## src/logic/psw_defines.svh

```systemverilog
`ifndef PSW_DEFINES_SVH
`define PSW_DEFINES_SVH
// command codes
`define PSW_CMD_WORD      8'h79
`define PSW_CMD_VOUT      8'h7A
`define PSW_CMD_IOUT      8'h7B
`define PSW_CMD_MASK      8'h1B
// reset values
`define PSW_VOUT_RST      8'h00
`define PSW_IOUT_RST      8'h00
`define PSW_VOUT_MASK_RST 8'h00
`define PSW_IOUT_MASK_RST 8'h00
`define PSW_PG_MASK_RST   1'b1
// implemented flag bits
`define PSW_VOUT_LIVE     8'hFC
`define PSW_IOUT_LIVE     8'hA0
// low byte fields
`define PSW_LO_OFF        6
`define PSW_LO_OVF        5
`define PSW_LO_OCF        4
`define PSW_LO_TEMP       2
`define PSW_LO_CML        1
`define PSW_LO_OTH        0
// high byte fields (bit within the high byte)
`define PSW_HI_VFW        7
`define PSW_HI_CURRENT_SUMMARY       6
`define PSW_HI_INPUT      5
`define PSW_HI_MFR        4
`define PSW_HI_PGZ        3
// detail byte fields
`define PSW_VO_OVF        7
`define PSW_VO_OVW        6
`define PSW_VO_UVW        5
`define PSW_VO_UVF        4
`define PSW_VO_LIM        3
`define PSW_VO_TON        2
`define PSW_IO_OCF        7
`define PSW_IO_OCW        5
`define PSW_IN_LOWVIN     3
`define PSW_MF_OTFBG      7
`define PSW_MF_ADDRFAIL   4
`endif

```

## src/logic/psw_pkg.sv

```systemverilog
package psw_pkg;
	// output-voltage events, one cycle or level, ordered as the flag byte
	typedef struct packed {
		logic overvoltage_fault_flag;
		logic overvoltage_warning_flag;
		logic undervoltage_warning_flag;
		logic undervoltage_fault_flag;
		logic setpoint_limit_warning;
		logic turn_on_timeout_fault;
	} psw_vout_evt_t;
	typedef struct packed {
		logic overcurrent_fault_flag;
		logic overcurrent_warning_flag;
	} psw_iout_evt_t;
	typedef enum logic [0:0] {
		PSW_PG_WAIT  = 1'b0,
		PSW_PG_ARMED = 1'b1
	} psw_pg_state_t;
endpackage

```

## src/logic/psw_flag_bank.sv

```systemverilog
`timescale 1ns/1ps
`include "psw_defines.svh"
module psw_flag_bank #(
	parameter int         W    = 8,
	parameter logic [7:0] LIVE = 8'hFF,
	parameter logic [7:0] RST  = 8'h00
) (
	input  wire logic         mclk_i,
	input  wire logic         rst_i,
	input  wire logic         ce_i,
	input  wire logic [W-1:0] set_i,
	input  wire logic [W-1:0] clr_i,
	input  wire logic         force_zero_i,
	output logic      [W-1:0] flags_o
);
	// live and reset masks are byte-wide, so no other width can be served
	if (W != 8) begin : g_bad_width
		$error("psw_flag_bank serves byte-wide banks only");
	end
	for (genvar b = 0; b < W; b++) begin : g_bit
		if (LIVE[b]) begin : g_live
			logic flag_q;
			always_ff @(posedge mclk_i or posedge rst_i) begin
				if (rst_i) begin
					flag_q <= RST[b];
				end else if (ce_i) begin
					// set beats clear so an event in the clear cycle survives
					if (force_zero_i) begin
						flag_q <= 1'b0;
					end else if (set_i[b]) begin
						flag_q <= 1'b1;
					end else if (clr_i[b]) begin
						flag_q <= 1'b0;
					end
				end
			end
			assign flags_o[b] = flag_q;
		end else begin : g_fixed
			assign flags_o[b] = 1'b0;
		end
	end
endmodule // psw_flag_bank

```

## src/logic/psw_pg_gate.sv

```systemverilog
`timescale 1ns/1ps
module psw_pg_gate (
	input  wire logic mclk_i,
	input  wire logic rst_i,
	input  wire logic ce_i,
	input  wire logic power_good_i,
	input  wire logic mask_i,
	output logic      armed_o,
	output logic      alert_o
);
	psw_pkg::psw_pg_state_t state_q;
	// stays in wait until power is good once, so an unstarted rail holds no alert
	always_ff @(posedge mclk_i or posedge rst_i) begin
		if (rst_i) begin
			state_q <= psw_pkg::PSW_PG_WAIT;
		end else if (ce_i) begin
			case (state_q)
				psw_pkg::PSW_PG_WAIT: begin
					if (power_good_i) state_q <= psw_pkg::PSW_PG_ARMED;
				end
				psw_pkg::PSW_PG_ARMED: state_q <= psw_pkg::PSW_PG_ARMED;
				default: state_q <= psw_pkg::PSW_PG_WAIT;
			endcase
		end
	end
	assign armed_o = (state_q == psw_pkg::PSW_PG_ARMED);
	assign alert_o = armed_o && !mask_i && !power_good_i;
endmodule // psw_pg_gate

```

## src/logic/psw_status.sv

```systemverilog
`timescale 1ns/1ps
`include "psw_defines.svh"
// Notes on behaviour
// - status word read: low byte is status byte summary, high byte summary bits
// - low byte bit 6 reads 1 while the converter is not enabled
// - high bit 7 is the OR of the six output-voltage flags
// - high bit 6 is the OR of overcurrent fault and warning flags
// - high bit 5 reads 1 while any input status flag is set
// - high bit 4 reads 1 on bandgap over-temperature or address-pin failure
// - summary bits ignore writes, clear only when their detail flags clear
// - high bit 3 reads 1 when power is not good, from the listed causes
// - power-not-good flag is live, never latched
// - power-not-good alert mask resets to 1
// - unmasked power-not-good alert held off until power first goes good
// - voltage bit 7 sets above the overvoltage fault limit
// - voltage bit 6 sets above the overvoltage warning limit
// - voltage bit 5 sets below the undervoltage warning limit
// - voltage bit 4 sets below the undervoltage fault limit
// - voltage bit 3 on out-of-range setpoint request, bit 2 on turn-on timeout
// - voltage and current flags clear by write and each has an alert mask
// - loop slave holds every output-voltage flag at 0
// - current bit 7 on overcurrent fault, bit 5 on warning, others 0
// - low byte bit 0 reads 1 after power-up through the low-input flag
module psw_status (
	input  wire logic                  mclk_i,
	input  wire logic                  rst_i,
	input  wire logic                  ce_i,
	// command port
	input  wire logic [7:0]            cmd_i,
	input  wire logic                  rd_i,
	input  wire logic                  wr_i,
	input  wire logic [15:0]           wdata_i,
	output logic      [15:0]           rdata_o,
	output logic                       rvalid_o,
	output logic                       nack_o,
	// converter state
	input  wire logic                  enable_i,
	input  wire logic                  loop_slave_i,
	input  wire psw_pkg::psw_vout_evt_t vout_evt_i,
	input  wire psw_pkg::psw_iout_evt_t iout_evt_i,
	input  wire psw_pkg::psw_vout_evt_t vout_cond_i,
	input  wire psw_pkg::psw_iout_evt_t iout_cond_i,
	input  wire logic                  temp_cond_i,
	input  wire logic                  low_vin_cond_i,
	// other status bytes
	input  wire logic [7:0]            input_flags_i,
	input  wire logic [7:0]            temp_flags_i,
	input  wire logic [7:0]            cml_flags_i,
	input  wire logic [7:0]            mfr_flags_i,
	input  wire logic                  ext_alert_i,
	output logic                       alert_o
);
	logic [7:0]  vout_flags;
	logic [7:0]  iout_flags;
	logic [7:0]  vout_set;
	logic [7:0]  iout_set;
	logic [7:0]  vout_clr;
	logic [7:0]  iout_clr;
	logic [7:0]  vout_mask_q;
	logic [7:0]  iout_mask_q;
	logic        pg_mask_q;
	logic        power_not_good;
	logic        power_good;
	logic        pg_armed;
	logic        pg_alert;
	logic [7:0]  word_lo;
	logic [7:0]  word_hi;
	logic [15:0] status_word;
	logic [15:0] rdata_q;
	logic        rvalid_q;
	logic        nack_q;
	logic        mapped;
	logic        wr_vout;
	logic        wr_iout;
	logic        wr_mask;

	////////////////////////////////////////////////////////////////////////////
	// detail flag bytes

	always_comb begin
		vout_set = 8'h00;
		vout_set[`PSW_VO_OVF] = vout_evt_i.overvoltage_fault_flag;
		vout_set[`PSW_VO_OVW] = vout_evt_i.overvoltage_warning_flag;
		vout_set[`PSW_VO_UVW] = vout_evt_i.undervoltage_warning_flag;
		vout_set[`PSW_VO_UVF] = vout_evt_i.undervoltage_fault_flag;
		vout_set[`PSW_VO_LIM] = vout_evt_i.setpoint_limit_warning;
		vout_set[`PSW_VO_TON] = vout_evt_i.turn_on_timeout_fault;
		iout_set = 8'h00;
		iout_set[`PSW_IO_OCF] = iout_evt_i.overcurrent_fault_flag;
		iout_set[`PSW_IO_OCW] = iout_evt_i.overcurrent_warning_flag;
	end

	assign wr_vout = wr_i && (cmd_i == `PSW_CMD_VOUT);
	assign wr_iout = wr_i && (cmd_i == `PSW_CMD_IOUT);
	assign wr_mask = wr_i && (cmd_i == `PSW_CMD_MASK);
	assign vout_clr = wr_vout ? wdata_i[7:0] : 8'h00;
	assign iout_clr = wr_iout ? wdata_i[7:0] : 8'h00;

	psw_flag_bank #(
		.W    (8),
		.LIVE (`PSW_VOUT_LIVE),
		.RST  (`PSW_VOUT_RST)
	) u_vout (
		.mclk_i       (mclk_i),
		.rst_i        (rst_i),
		.ce_i         (ce_i),
		.set_i        (vout_set),
		.clr_i        (vout_clr),
		.force_zero_i (loop_slave_i),
		.flags_o      (vout_flags)
	);

	psw_flag_bank #(
		.W    (8),
		.LIVE (`PSW_IOUT_LIVE),
		.RST  (`PSW_IOUT_RST)
	) u_iout (
		.mclk_i       (mclk_i),
		.rst_i        (rst_i),
		.ce_i         (ce_i),
		.set_i        (iout_set),
		.clr_i        (iout_clr),
		.force_zero_i (1'b0),
		.flags_o      (iout_flags)
	);

	////////////////////////////////////////////////////////////////////////////
	// alert masks; nonvolatile copy lives elsewhere, these hold the working value

	always_ff @(posedge mclk_i or posedge rst_i) begin
		if (rst_i) begin
			vout_mask_q <= `PSW_VOUT_MASK_RST;
			iout_mask_q <= `PSW_IOUT_MASK_RST;
		end else if (ce_i && wr_mask) begin
			if (wdata_i[7:0] == `PSW_CMD_VOUT) vout_mask_q <= wdata_i[15:8];
			if (wdata_i[7:0] == `PSW_CMD_IOUT) iout_mask_q <= wdata_i[15:8];
		end
	end

	always_ff @(posedge mclk_i or posedge rst_i) begin
		if (rst_i) begin
			pg_mask_q <= `PSW_PG_MASK_RST;
		end else if (ce_i && wr_mask && wdata_i[7:0] == `PSW_CMD_WORD) begin
			pg_mask_q <= wdata_i[8+`PSW_HI_PGZ];
		end
	end

	////////////////////////////////////////////////////////////////////////////
	// power good

	// live causes of power not good
	// a converter that is not enabled never counts as good
	assign power_not_good = !enable_i | vout_cond_i.overvoltage_fault_flag
		| vout_cond_i.overvoltage_warning_flag
		| vout_cond_i.undervoltage_warning_flag
		| vout_cond_i.undervoltage_fault_flag
		| vout_cond_i.turn_on_timeout_fault
		| (|iout_cond_i) | temp_cond_i | low_vin_cond_i;
	assign power_good = !power_not_good;

	psw_pg_gate u_pg (
		.mclk_i       (mclk_i),
		.rst_i        (rst_i),
		.ce_i         (ce_i),
		.power_good_i (power_good),
		.mask_i       (pg_mask_q),
		.armed_o      (pg_armed),
		.alert_o      (pg_alert)
	);

	////////////////////////////////////////////////////////////////////////////
	// summary word, built from detail flags, enable_i and the live power-good causes, so writes cannot touch it

	always_comb begin
		word_lo = 8'h00;
		word_lo[`PSW_LO_OFF]  = !enable_i;
		word_lo[`PSW_LO_OVF]  = vout_flags[`PSW_VO_OVF];
		word_lo[`PSW_LO_OCF]  = iout_flags[`PSW_IO_OCF];
		word_lo[`PSW_LO_TEMP] = |temp_flags_i;
		word_lo[`PSW_LO_CML]  = |cml_flags_i;
		word_lo[`PSW_LO_OTH]  = vout_flags[`PSW_VO_OVW] | vout_flags[`PSW_VO_UVW]
			| vout_flags[`PSW_VO_UVF] | vout_flags[`PSW_VO_LIM]
			| vout_flags[`PSW_VO_TON] | iout_flags[`PSW_IO_OCW]
			| input_flags_i[`PSW_IN_LOWVIN] | mfr_flags_i[`PSW_MF_OTFBG]
			| mfr_flags_i[`PSW_MF_ADDRFAIL];
		word_hi = 8'h00;
		word_hi[`PSW_HI_VFW]   = |vout_flags;
		word_hi[`PSW_HI_CURRENT_SUMMARY]  = |iout_flags;
		word_hi[`PSW_HI_INPUT] = |input_flags_i;
		word_hi[`PSW_HI_MFR]   = mfr_flags_i[`PSW_MF_OTFBG] | mfr_flags_i[`PSW_MF_ADDRFAIL];
		word_hi[`PSW_HI_PGZ]   = power_not_good;
	end
	assign status_word = {word_hi, word_lo};

	////////////////////////////////////////////////////////////////////////////
	// command port; a write to the word falls through as a no-op

	assign mapped = (cmd_i == `PSW_CMD_WORD) || (cmd_i == `PSW_CMD_VOUT)
		|| (cmd_i == `PSW_CMD_IOUT) || (cmd_i == `PSW_CMD_MASK);

	always_ff @(posedge mclk_i or posedge rst_i) begin
		if (rst_i) begin
			rdata_q  <= 16'h0000;
			rvalid_q <= 1'b0;
		end else if (ce_i) begin
			rvalid_q <= rd_i && mapped;
			if (rd_i) begin
				case (cmd_i)
					`PSW_CMD_WORD: rdata_q <= status_word;
					`PSW_CMD_VOUT: rdata_q <= {8'h00, vout_flags};
					`PSW_CMD_IOUT: rdata_q <= {8'h00, iout_flags};
					`PSW_CMD_MASK: rdata_q <= {vout_mask_q, iout_mask_q};
					default:       rdata_q <= 16'h0000;
				endcase
			end
		end
	end

	// unmapped commands answer with a one-cycle refusal
	always_ff @(posedge mclk_i or posedge rst_i) begin
		if (rst_i) begin
			nack_q <= 1'b0;
		end else if (ce_i) begin
			nack_q <= (rd_i || wr_i) && !mapped;
		end
	end

	assign rdata_o  = rdata_q;
	assign rvalid_o = rvalid_q;
	assign nack_o   = nack_q;

	assign alert_o = (|(vout_flags & ~vout_mask_q)) | (|(iout_flags & ~iout_mask_q))
		| pg_alert | ext_alert_i;
endmodule // psw_status

```

## config.mk

```make
export PLATFORM = sky130hd
export DESIGN_NAME = psw_status
export DESIGN_NICKNAME = d
export VERILOG_FILES = /design/src/logic/psw_pkg.sv /design/src/logic/psw_flag_bank.sv /design/src/logic/psw_pg_gate.sv /design/src/logic/psw_status.sv
export VERILOG_INCLUDE_DIRS = /design/src /design/src/logic
export SDC_FILE = /design/constraint.sdc
export NUM_CORES = 1
export LEC_CHECK = 0
export BUFFER_PORTS_ARGS = -buffer_cell sky130_fd_sc_hd__buf_4
export CORE_MARGIN = 10
export CORE_UTILIZATION = 50
export CTS_BUF_LIST = sky130_fd_sc_hd__clkbuf_16
export DETAILED_ROUTE_END_ITERATION = 7
export PLACE_DENSITY = 0.84
export SLEW_MARGIN = 20
export SYNTH_ARGS = -nofsm -noshare
export SYNTH_HDL_FRONTEND = slang
export SYNTH_SLANG_ARGS = --single-unit
```

## constraint.sdc

```tcl
create_clock -name mclk_i -period 2.5 [get_ports mclk_i]
set_clock_uncertainty 0.05 [all_clocks]
set_input_delay 0.5 -clock mclk_i [delete_from_list [all_inputs] [get_ports mclk_i]]
set_output_delay 0.5 -clock mclk_i [all_outputs]
set_load 0.01 [all_outputs]
```

==> metrics <==
status complete, no violations; Hold Fails Final Rpt 0; DRT Pass-1 Iters 5; area of the multi-input gates 1050 um2; H-Tree Level Count 2; IO Count 101; CTS Buffer Depth 2; num rows 24; R2R setup slack 0.76 ns; Vias 2068; DRC viols 0; GRT Resource Usage Total between 10% and 20%; first-pass GRT wire length 10.5 mm; TNS Setup 0 ns; highest cell delay on the worst timing path 0.46 ns; initial core utilization 51.4%; Iter 0 DRT Violations about 150; cell count after synthesis 209; register clock-pin slew on the reported worst setup and hold paths ~0.060 ns; ant diodes 0; area grow syn2layout 40.4%; share of layout cells above drive strength 1 41.7%; final WL 6.73 mm; r2r startpoint u_vout.g_bit[5].g_live.flag_q$_DFFE_PP0P_; fin nets 388; Critical Path End Type output pin; number of global-route vias before repair 2185; ANT nets after route 0; CP arrival 1.77 ns; critical path peak fanout 5; crit path kind reg2out; Yosys warning count 0; syn avg cell area 10.7 um2; Critical Path RT 1.95 ns; initial antenna violation count 0; Routed WL per cell 18.7 um; CTS Sinks 44; Core Area 4350 um2; CP cell instances inv_1, o22ai_1, a2111oi_1, o311ai_0, buf_4; commonest non-fill, non-tap cells in the layout buf_4 (96), dfrtp_1 (43), nand2_1 (20); max frequency 0.432 GHz; CTS tree built; setup ws final ~0.18 ns; Max-slew headroom between 60% and 70%; IO Port Bufs between 90 and 100; Main synth FF type dfrtp_1; Pins Over Slew Limit 0; mapped cell area 2240 um2; CP Launch Type flip-flop; die area about 7500 um2; register area 1100 um2; Die Height 86.9 um; routability congestion estimate 0.933; P_leak 1.56 nW; Final period util 92.7%; Slowest cell on crit path a2111oi_1; Pwr Density 498 nW/um2; FILL cells ~330; Critical Path Start u_iout.g_bit[5].g_live.flag_q$_DFFE_PP0P_; commonest non-fill, non-tap cell in the layout buf_4; #FFs+latches synth between 40 and 50; Die W about 87 um; max-cap viol count 0; worst skew pair latency 0.28 ns; EDFF count, synth 0; worst vdd ir approximately 0.33 mV; Cell variety after synth 44; Hold Crit Class in2async; largest net degree at the start of global routing 45; total power 1.56 mW; Period minus WS final between 2 and 2.5 ns; dpl hpwl between 5 and 6 mm; pre-CTS setup slack 0.180 ns; worst slew pin tran between 0.5 and 0.6 ns; grt total ovfl 0; CTS buffer count 5; Root Buffer clkbuf_16; RSZ-0062 raised after global routing false; Via density roughly 5.8; post-synth net total 291; fraction of registers with async set or reset after synthesis 100%; sequential area share after synthesis 49.3%; final setup fails 0
[metrics by stage]
stage / utilization [%] / std cells / hold slack, ns / area, um2
6_report: 72.1 / 359 / 0.300 / 3140
5_1_grt: 72.1 / 359 / 0.359 / 3140
4_1_cts: 72.1 / 359 / 0.323 / 3140
3_5_place_dp: 68.9 / 351 / 0.411 / 3000
3_3_place_gp: 68.9 / 351 / 0.376 / 3000
2_1_floorplan: - / 209 / 0.362 / 2240
[area by class of cell]
class / count / area share (%)
clock inverter: 3 / 0.478
inverter: 17 / 2.03
timing repair buffer: 96 / 22.9
clock buffer: 5 / 3.98
multi-input combinational: 142 / 33.4
sequential: 44 / 35.1
tap: 52 / 2.07
[worst paths after layout]
path                                                             end  depth (start not counted)
setup / recovery                                             alert_o                          5
hold / removal                                rdata_o[8]$_DFFE_PP0P_                          3
max in group asynchronous                      pg_mask_q$_DFFE_PP1P_                          3
min in group mclk_i        u_iout.g_bit[7].g_live.flag_q$_DFFE_PP0P_                          2
hold reg to reg                             u_pg.armed_o$_DFFE_PP0P_                          2
setup reg to reg                              rdata_o[0]$_DFFE_PP0P_                          4
[power by group]
group / total, mW / leakage (nW) / internal [mW] / switching (mW)
logic: 0.198 / 0.912 / 0.110 / 0.0881
clock network: 0.622 / 0.0687 / 0.363 / 0.259
registers: 0.745 / 0.579 / 0.728 / 0.0169
total: 1.56 / 1.56 / 1.20 / 0.364
[cell families (layout without fill, tap and decap cells)]
logic type	Yosys count	after routing	share of synthesized area, %
DFF	44	44	49.3
buffers and inverters	23	121	3.91
muxes	18	18	10.4
and+or+nand+nor	67	67	19.8
AOI/OAI and AO/OA	57	57	16.6
[cell usage after synthesis, drive strengths merged (2+ instances only)]
master,count,area [um2]
dfrtp,43,1080
nand2,20,75.1
mux2,18,233
a21oi,17,85.1
inv,17,63.8
o21ai,15,75.1
nor2,11,41.3
nor4,9,83.8
a22o,7,61.3
and2,4,25.0
clkbuf,4,15.0
nand4,4,25.0
a221o,3,30.0
a22oi,3,22.5
nand4b,3,26.3
nand4bb,3,50.1
o22ai,3,18.8
a222oi,2,20.0
buf,2,8.75
nand3,2,15.0
nand3b,2,27.5
or4,2,15.0
[flip-flops by register name, indices dropped and copies added (netlist names)]
signal                      flops
iout_mask_q                     8
u_iout.g_bit.g_live.flag_q      2
rvalid_o                        1
u_pg.armed_o                    1
vout_mask_q                     8
nack_o                          1
rdata_o                        16
u_vout.g_bit.g_live.flag_q      6
pg_mask_q                       1
[critical path, delay by kind of cell, from the launching register on]
| kind | cells | cell delay [ns] |
|---|---|---|
| AOI/OAI and AO/OA | 3 | 0.76 |
| DFF | 1 | 0.45 |
| buffers and inverters | 2 | 0.28 |
[routing by layer]
| layer | vias to the layer above | routed length, um | global-route usage, % |
|---|---|---|---|
| li1 | 976 | - | - |
| met1 | 983 | 2620 | 20.2 |
| met2 | 101 | 3220 | 28.1 |
| met3 | 8 | 829 | 8.05 |
| met4 | 0 | 62 | 4.57 |
| met5 | - | 0 | 0 |
[timing repair]
item	CTS	global route
setup buffers	0	0
setup endpoints to repair	0	1
hold buffers	0	0
gates resized for setup	0	1
endpoints found under the hold margin	0	0
(Power assumes the default switching activity.)
